**src/rtl/isr_defs.svh**
```systemverilog
// Bit positions, reset values and queue sizes of the status reporting block.
// Functional notes
// Message available follows output queue occupancy.
// Event summary ORs enabled event flags.
// Service request sets request service bit.
// Service request drives the SRQ line.
// Eight-bit service request mask, controller writable.
// Poll and query bit 6 always equal.
// Master summary set on any enabled reason.
// Poll and query return the same byte.
// Operation complete only after arming, none pending.
// Query error on empty read or lost data.
// Device error flag for other errors.
// Execution error flag for unexecutable valid commands.
// Command error flag on syntax error.
// Power on flag present after power-up.
// Eight-bit event mask matches low event bits.
// Responses and end markers enter the queue.
// Queue holds bytes until read, then removes.
// Controller serial-polls each instrument after SRQ.
// Controller prefers status query outside interrupt handling.
// Unused status and event bits read zero.
`ifndef ISR_DEFS_SVH
`define ISR_DEFS_SVH

// Status byte bit positions.
`define ISR_STB_MAV 4
`define ISR_STB_ESB 5
`define ISR_STB_RQS 6
// Standard event bit positions.
`define ISR_EVT_OPC 0
`define ISR_EVT_QYE 2
`define ISR_EVT_DDE 3
`define ISR_EVT_EXE 4
`define ISR_EVT_CME 5
`define ISR_EVT_PON 7
// Bits that may ever be set; all others read as zero.
`define ISR_EVT_USED 16'h00BD
`define ISR_STB_USED 8'h70
// The request bit itself never takes part in the summary.
`define ISR_SRE_SUMMARY 8'hBF
// Reset values: masks cleared, power on flag present.
`define ISR_SRE_RESET 8'h00
`define ISR_ESE_RESET 8'h00
`define ISR_EVT_RESET 16'h0080
// Output queue: 32 entries of one data byte plus an end marker.
`define ISR_Q_DEPTH 32
`define ISR_Q_WIDTH 9

`endif

```
**src/rtl/isr_pkg.sv**
```systemverilog
// Types shared by the status reporting block.
package isr_pkg;
    // Operation complete monitor: idle until armed by the controller.
    typedef enum logic [1:0] {
        ISR_OPC_IDLE  = 2'b01,
        ISR_OPC_ARMED = 2'b10
    } isr_opc_state_t;
    // One output queue entry: end marker above the data byte.
    typedef logic [8:0] isr_entry_t;
endpackage

```
**src/rtl/isr_queue_if.sv**
```systemverilog
// Carrier between the status block and its output queue.
`timescale 1ns/1ps
interface isr_queue_if #(parameter int WIDTH = 9);
    logic             push_valid; // Formatter offers an entry.
    logic             push_ready; // Queue has room.
    logic [WIDTH-1:0] push_data;  // Entry being offered.
    logic             pop_valid;  // Queue holds an entry.
    logic             pop_ready;  // Reader takes the head entry.
    logic [WIDTH-1:0] pop_data;   // Head entry.
    logic             flush;      // Discard every entry.
    modport queue (input push_valid, push_data, pop_ready, flush,
                   output push_ready, pop_valid, pop_data);
    modport user  (output push_valid, push_data, pop_ready, flush,
                   input push_ready, pop_valid, pop_data);
endinterface

```
**src/rtl/isr_status.sv**
```systemverilog
// Status byte, event flags, masks, service request and output queue front end.
`timescale 1ns/1ps
`include "isr_defs.svh"
module isr_status (
    input  wire logic       clk,
    input  wire logic       reset_n,
    input  wire logic       service_mask_wr,
    input  wire logic [7:0] service_mask_wdata,
    input  wire logic       event_mask_wr,
    input  wire logic [7:0] event_mask_wdata,
    input  wire logic       event_read,
    input  wire logic       clear_status,
    input  wire logic       opc_arm,
    input  wire logic       ops_pending,
    input  wire logic       device_error,
    input  wire logic       execution_error,
    input  wire logic       command_error,
    input  wire logic       response_pending,
    input  wire logic       queue_flush,
    input  wire logic       resp_in_valid,
    input  wire logic [7:0] resp_in_data,
    input  wire logic       resp_in_end,
    input  wire logic       resp_out_ready,
    output logic            resp_in_ready,
    output logic            resp_out_valid,
    output logic [7:0]      resp_out_data,
    output logic            resp_out_end,
    output logic            service_request,
    output logic [7:0]      status_poll_byte,
    output logic [7:0]      status_query_byte,
    output logic [7:0]      service_mask_q,
    output logic [7:0]      event_mask_q,
    output logic [15:0]     event_flags_q,
    output logic [15:0]     event_read_data
);
    // Internal storage and its next values.
    logic [7:0]              sre_reg;       // Service request mask.
    logic [7:0]              ese_reg;       // Standard event mask.
    logic [15:0]             evt_reg;       // Sticky standard event flags.
    logic [15:0]             evt_next;      // Flags after this edge.
    logic [15:0]             evt_set;       // Events raised this cycle.
    logic [15:0]             rdat_reg;      // Flags captured by an event read.
    logic [7:0]              poll_reg;      // Status byte, poll view.
    logic [7:0]              query_reg;     // Status byte, query view.
    logic [7:0]              stb_next;      // Status byte before the flop.
    logic                    srq_reg;       // SRQ line drive.
    logic                    ov_reg;        // Output stage holds a byte.
    isr_pkg::isr_entry_t     od_reg;        // Output stage entry.
    isr_pkg::isr_opc_state_t opc_reg;       // Operation complete monitor.
    isr_pkg::isr_opc_state_t opc_next;      // Monitor state after this edge.

    // Queue carrier and the queue itself.
    isr_queue_if #(.WIDTH(`ISR_Q_WIDTH)) qif ();

    isr_fifo #(
        .WIDTH (`ISR_Q_WIDTH),
        .DEPTH (`ISR_Q_DEPTH)
    ) u_queue (
        .clk     (clk),
        .reset_n (reset_n),
        .q       (qif)
    );

    // Formatter side: entries go straight into the queue.
    assign qif.push_valid = resp_in_valid;
    assign qif.push_data  = {resp_in_end, resp_in_data};
    assign qif.flush      = queue_flush;

    // Output stage: reloads when empty or when the controller takes the byte.
    wire stage_free = !ov_reg || resp_out_ready;
    wire stage_load = qif.pop_valid && stage_free;
    assign qif.pop_ready = stage_free;

    // Unread data exists anywhere along the queue path.
    wire msg_avail = ov_reg || qif.pop_valid;

    // A read with nothing held and nothing on its way.
    wire empty_read = resp_out_ready && !msg_avail && !response_pending;
    // A flush that throws away queued or arriving bytes.
    wire data_lost = queue_flush && (msg_avail || resp_in_valid);

    // Summary of enabled standard events.
    wire event_summary_flag = |(evt_reg[7:0] & ese_reg);

    // Status byte without the request bit, only the used bits.
    wire [7:0] stb_low = ({3'h0, event_summary_flag, msg_avail, 3'h0} << 1) & `ISR_STB_USED;

    // Master summary: any enabled reason, the request bit excluded.
    wire master_summary_flag = |(stb_low & sre_reg & `ISR_SRE_SUMMARY);

    // Operation complete fires once the armed monitor sees no pending work.
    wire opc_done = (opc_reg == isr_pkg::ISR_OPC_ARMED) && !ops_pending;

    // Events raised this cycle, one per flag position.
    always_comb begin
        evt_set = 16'h0000;
        evt_set[`ISR_EVT_OPC] = opc_done;
        evt_set[`ISR_EVT_QYE] = empty_read || data_lost;
        evt_set[`ISR_EVT_DDE] = device_error;
        evt_set[`ISR_EVT_EXE] = execution_error;
        evt_set[`ISR_EVT_CME] = command_error;
    end

    // A read or clear empties the flags, but a new event in that cycle survives.
    wire evt_clear = event_read || clear_status;
    assign evt_next = ((evt_clear ? 16'h0000 : evt_reg) | evt_set)
                    & `ISR_EVT_USED;

    // Status byte: poll and query views share one value, so bit 6 matches.
    assign stb_next = stb_low | ({7'h00, master_summary_flag} << `ISR_STB_RQS); // see R03

    // Monitor transitions; a status clear disarms it.
    always_comb begin
        case (opc_reg)
            isr_pkg::ISR_OPC_IDLE: begin
                opc_next = opc_arm ? isr_pkg::ISR_OPC_ARMED : isr_pkg::ISR_OPC_IDLE;
            end
            isr_pkg::ISR_OPC_ARMED: begin
                opc_next = (opc_done || clear_status) ? isr_pkg::ISR_OPC_IDLE
                                                      : isr_pkg::ISR_OPC_ARMED;
            end
            default: begin
                opc_next = isr_pkg::ISR_OPC_IDLE;
            end
        endcase
    end

    // Monitor state register.
    always_ff @(posedge clk) begin
        if (!reset_n) begin
            opc_reg <= isr_pkg::ISR_OPC_IDLE;
        end else begin
            opc_reg <= opc_next;
        end
    end

    // Masks written by the controller.
    always_ff @(posedge clk) begin
        if (!reset_n) begin
            sre_reg <= `ISR_SRE_RESET;
            ese_reg <= `ISR_ESE_RESET;
        end else begin
            if (service_mask_wr) begin
                sre_reg <= service_mask_wdata;
            end
            if (event_mask_wr) begin
                ese_reg <= event_mask_wdata;
            end
        end
    end

    // Event flags; reset loads the power on flag, since reset marks power-up.
    always_ff @(posedge clk) begin
        if (!reset_n) begin
            evt_reg  <= `ISR_EVT_RESET;
            rdat_reg <= 16'h0000;
        end else begin
            evt_reg <= evt_next;
            if (event_read) begin
                rdat_reg <= evt_reg;
            end
        end
    end

    // Status byte views and SRQ; they trail their causes by one cycle.
    always_ff @(posedge clk) begin
        if (!reset_n) begin
            poll_reg  <= 8'h00;
            query_reg <= 8'h00;
            srq_reg   <= 1'b0;
        end else begin
            poll_reg  <= stb_next;
            query_reg <= stb_next;
            srq_reg   <= master_summary_flag;
        end
    end

    // Output stage register; a flush drops the byte it holds.
    always_ff @(posedge clk) begin
        if (!reset_n || queue_flush) begin
            ov_reg <= 1'b0;
            od_reg <= 9'h000;
        end else if (stage_load) begin
            ov_reg <= 1'b1;
            od_reg <= qif.pop_data;
        end else if (resp_out_ready) begin
            ov_reg <= 1'b0;
        end
    end

    // Every output comes from a flop.
    assign resp_in_ready     = qif.push_ready;
    assign resp_out_valid    = ov_reg;
    assign resp_out_data     = od_reg[7:0];
    assign resp_out_end      = od_reg[8];
    assign service_request   = srq_reg;
    assign status_poll_byte  = poll_reg;
    assign status_query_byte = query_reg;
    assign service_mask_q    = sre_reg;
    assign event_mask_q      = ese_reg;
    assign event_flags_q     = evt_reg;
    assign event_read_data   = rdat_reg;
endmodule

```
**src/rtl/isr_fifo.sv**
```systemverilog
// Output queue storage: a synchronous FIFO with registered flags.
`timescale 1ns/1ps
`include "isr_defs.svh"
module isr_fifo #(
    parameter int WIDTH = `ISR_Q_WIDTH,
    parameter int DEPTH = `ISR_Q_DEPTH
) (
    input wire logic clk,
    input wire logic reset_n,
    isr_queue_if.queue q
);
    // Pointers wrap by overflow, so the depth must be a power of two.
    localparam int AW = $clog2(DEPTH);

    logic [WIDTH-1:0] mem [DEPTH];  // Entry storage.
    logic [AW-1:0]    wr_ptr_reg;   // Next slot to fill.
    logic [AW-1:0]    rd_ptr_reg;   // Head slot.
    logic [AW:0]      count_reg;    // Entries held.
    logic [AW:0]      count_next;   // Entries held after this edge.
    logic             ready_reg;    // Room for one more.
    logic             valid_reg;    // At least one entry.

    wire push_fire = q.push_valid && ready_reg && !q.flush;
    wire pop_fire  = q.pop_ready && valid_reg && !q.flush;

    // A flush wins over a push in the same cycle; the caller counts that as loss.
    assign count_next = q.flush ? '0
                      : count_reg + (AW+1)'(push_fire) - (AW+1)'(pop_fire);
    assign q.push_ready = ready_reg;
    assign q.pop_valid  = valid_reg;
    assign q.pop_data   = mem[rd_ptr_reg];

    // Storage carries no reset; only pointers and flags define the content.
    always_ff @(posedge clk) begin
        if (push_fire) begin
            mem[wr_ptr_reg] <= q.push_data;
        end
    end

    // Pointers, count and the flags taken from the next count.
    always_ff @(posedge clk) begin
        if (!reset_n || q.flush) begin
            wr_ptr_reg <= '0;
            rd_ptr_reg <= '0;
            count_reg  <= '0;
            ready_reg  <= reset_n;
            valid_reg  <= 1'b0;
        end else begin
            wr_ptr_reg <= wr_ptr_reg + AW'(push_fire);
            rd_ptr_reg <= rd_ptr_reg + AW'(pop_fire);
            count_reg  <= count_next;
            ready_reg  <= count_next != (AW+1)'(DEPTH);
            valid_reg  <= count_next != '0;
        end
    end
endmodule

```
**config.mk**
```make
export PLATFORM = sky130hd
export DESIGN_NAME = isr_status
export DESIGN_NICKNAME = d
export VERILOG_FILES = /design/src/rtl/isr_pkg.sv /design/src/rtl/isr_queue_if.sv /design/src/rtl/isr_status.sv /design/src/rtl/isr_fifo.sv
export VERILOG_INCLUDE_DIRS = /design/src /design/src/rtl
export SDC_FILE = /design/constraint.sdc
export NUM_CORES = 1
export LEC_CHECK = 0
export BUFFER_PORTS_ARGS = -buffer_cell sky130_fd_sc_hd__buf_2
export CORE_ASPECT_RATIO = 0.75
export CORE_MARGIN = 1.5
export CORE_UTILIZATION = 54
export DETAILED_ROUTE_END_ITERATION = 6
export PLACE_DENSITY = 0.74
export SYNTH_ARGS = -nofsm -noshare
export SYNTH_HDL_FRONTEND = slang
export SYNTH_SLANG_ARGS = --single-unit
```
**constraint.sdc**
```tcl
create_clock -name clk -period 3.85 [get_ports clk]
set_input_delay 0.77 -clock clk [delete_from_list [all_inputs] [get_ports clk]]
set_output_delay 0.77 -clock clk [all_outputs]
set_load 0.005 [all_outputs]
```
==> impl_metrics.tcl <==
set metrics [dict create \
    status "complete, no violations" \
    grt_pass1_wl_um 43750 \
    htree_levels 2 \
    dp.cells 1215 \
    routed_wl_um 29070 \
    synthArstFlopShare 0 \
    synth.area.top_cells "edfxtp_1 63%, mux4_2 9.2%, dfxtp_1 8.9%" \
    tightest_slew_ns 0.8658 \
    placed_cell_area_um2 14510 \
    hold_start "device_error" \
    clk_latency_ns 0.51 \
    netlist-cell-type-count 47 \
    worst_hold_slack_ns 0.4700 \
    power.total_mw 7.861 \
    finalSetupViolCount 0 \
    fin_cells 1275 \
    antennaDiodeCount 0 \
    cts_buffers 34 \
    hp-class "in2reg" \
    critPathLaunch "resp_out_ready" \
    tritoncts "done" \
    clock.fmax_mhz 334.0 \
    synth_edf_count 288 \
    postLayoutCoreUtil 0.6236 \
    stdcell_area_um2 15570 \
    vias_per_cell 5.784 \
    yosys-top-cells-count "288 x edfxtp_1, 78 x nor2_1, 61 x dfxtp_1" \
    layout.nets 964 \
    dr.first_iter.drc_count 655 \
    worstPathRequired_ns 4.25 \
    fin_ws_ns 0.8563 \
    critical_path.max_fanout 7 \
    cts_max_path_buffers 3 \
    fin_crit_sh 0.7776 \
    fp.dieW_um 187.2 \
    drv_slew 0 \
    end_kind "register" \
    chipHeight_um 141.2 \
    boundaryPins 116 \
    post_cts_buffers 0 \
    synth_top_cell_area_share 0.6290 \
    ant_nets 0 \
    clk_pin_slew_worst_paths_ns 0.06 \
    synthCells 800 \
    syn_avg_cell_area_um2 17.19 \
    grt_max_degree 42 \
    ys_seq_elements 349 \
    largest_reg_flops 288 \
    finalSetupTns_ns 0 \
    timing.rr.start "resp_out_valid" \
    p_leak_nw 5.351 \
    fin_skew_ns 0.01137 \
    power-per-cell-area_nw_per_um2 505.0 \
    cts_sinks 349 \
    via_count 7375 \
    gr-total-overflow 0 \
    core_um2 24960 \
    netlist_area_um2 13750 \
    cp-start-kind "input pin" \
    first_global_vias 7369 \
    hold_violations 0 \
    dieArea_um2 26440 \
    ys_seq_area_frac 0.7179 \
    synth.most_common_cell "edfxtp_1" \
    drive_above_1_share 0.2519 \
    dominantRegCellSynth "edfxtp_1" \
    rsz0062_at_grt "no" \
    syn2layout_area_growth_pct 13.22 \
    root_buffer "clkbuf_16" \
    post-route-min-period_ns 2.994 \
    first_pass_iters 5 \
    ir_drop_mv 0.3637 \
    cp_data_arrival_time_ns 3.40 \
    hold_buffers 0 \
    grt_usage 0.2249 \
    antenna_found_initial 0 \
    max_cap_violations 0 \
    post-dp-hpwl_um 18070 \
    post_cts_resized 0 \
    crit_type "in2reg" \
    ys_warn_count 0 \
    io_buffers 85 \
    synth_top_area_cell "edfxtp_1" \
    drc 0 \
    fillers 1788 \
    place_worst_setup_slack_ns 0.3587 \
    std_cell_rows 50 \
    slew-limit-headroom 0.4207 \
    place_congestion 0.7920 \
    wl_per_cell_um 22.80 \
    start_util 0.5508 \
]
placed cells by master, fill, tap and decap left out, types with 6 or more instances in the layout:
master,instances
a211oi_1,9
a21oi_1,21
a22oi_1,13
a22oi_2,6
a32o_1,8
and2_1,7
buf_2,85
buf_4,34
clkbuf_16,35
clkinv_2,6
conb_1,30
dfxtp_1,59
edfxtp_1,288
ha_1,10
inv_1,12
mux2i_1,56
mux4_2,56
nand2_1,30
nand3_1,6
nor2_1,78
o221ai_1,9
o22ai_1,8
xnor2_1,6
cell families (layout without fill, tap and decap cells):
group | count (synthesis) | count (layout) | share of synthesized area
adders and majority gates | 11 | 11 | 0.01056
and+or+nand+nor | 145 | 145 | 0.04632
xor gates and xnor gates | 11 | 11 | 0.007007
muxes | 112 | 112 | 0.1325
DFF | 349 | 349 | 0.7179
other | 1 | 30 | 0.0002728
buffers and inverters | 85 | 193 | 0.03850
AOI/OAI and AO/OA | 86 | 86 | 0.04696
layer usage:
| metal | part of all wire | global-route usage | up-vias |
|---|---|---|---|
| li1 | - | - | 3268 |
| met2 | 0.45 | 0.3461 | 360 |
| met3 | 0.092 | 0.04431 | 59 |
| met5 | 0 | 0 | - |
| met4 | 0.024 | 0.07003 | 0 |
| met1 | 0.43 | 0.3280 | 3688 |
power by group:
group | internal [mW] | switching, mW
Sequential | 4.13 | 0.0507
Clock | 1.81 | 1.35
Combinational | 0.230 | 0.282
Total | 6.18 | 1.69
critical path, cell delays in order:
cell      delay (ns)
buf_2           0.10
nand2b_1        0.15
nand2_1         0.17
or3_1           0.41
nand2_1         0.09
ha_1            0.19
fa_1            0.44
or3_1           0.40
or4_1           0.52
o21a_1          0.18
area by class of cell:
| class | instances | area [um^2] | share of cell area |
|---|---|---|---|
| sequential | 349 | 9874 | 0.6344 |
| clock buffer | 44 | 949.7 | 0.06101 |
| inverter | 13 | 48.80 | 0.003135 |
| tap | 338 | 422.9 | 0.02717 |
| clock inverter | 16 | 111.4 | 0.007154 |
| timing repair buffer | 120 | 700.7 | 0.04501 |
| multi-input combinational | 395 | 3458 | 0.2222 |
final timing paths:
check | to | slack (ns) | depth (start not counted)
setup reg to reg | u_queue.q.push_ready | 0.92 | 9
setup / recovery | u_queue.q.push_ready | 0.86 | 10
hold / removal | event_flags_q[3] | 0.47 | 3
hold reg to reg | service_mask_q[3] | 0.49 | 2
(Power assumes the default switching activity.)
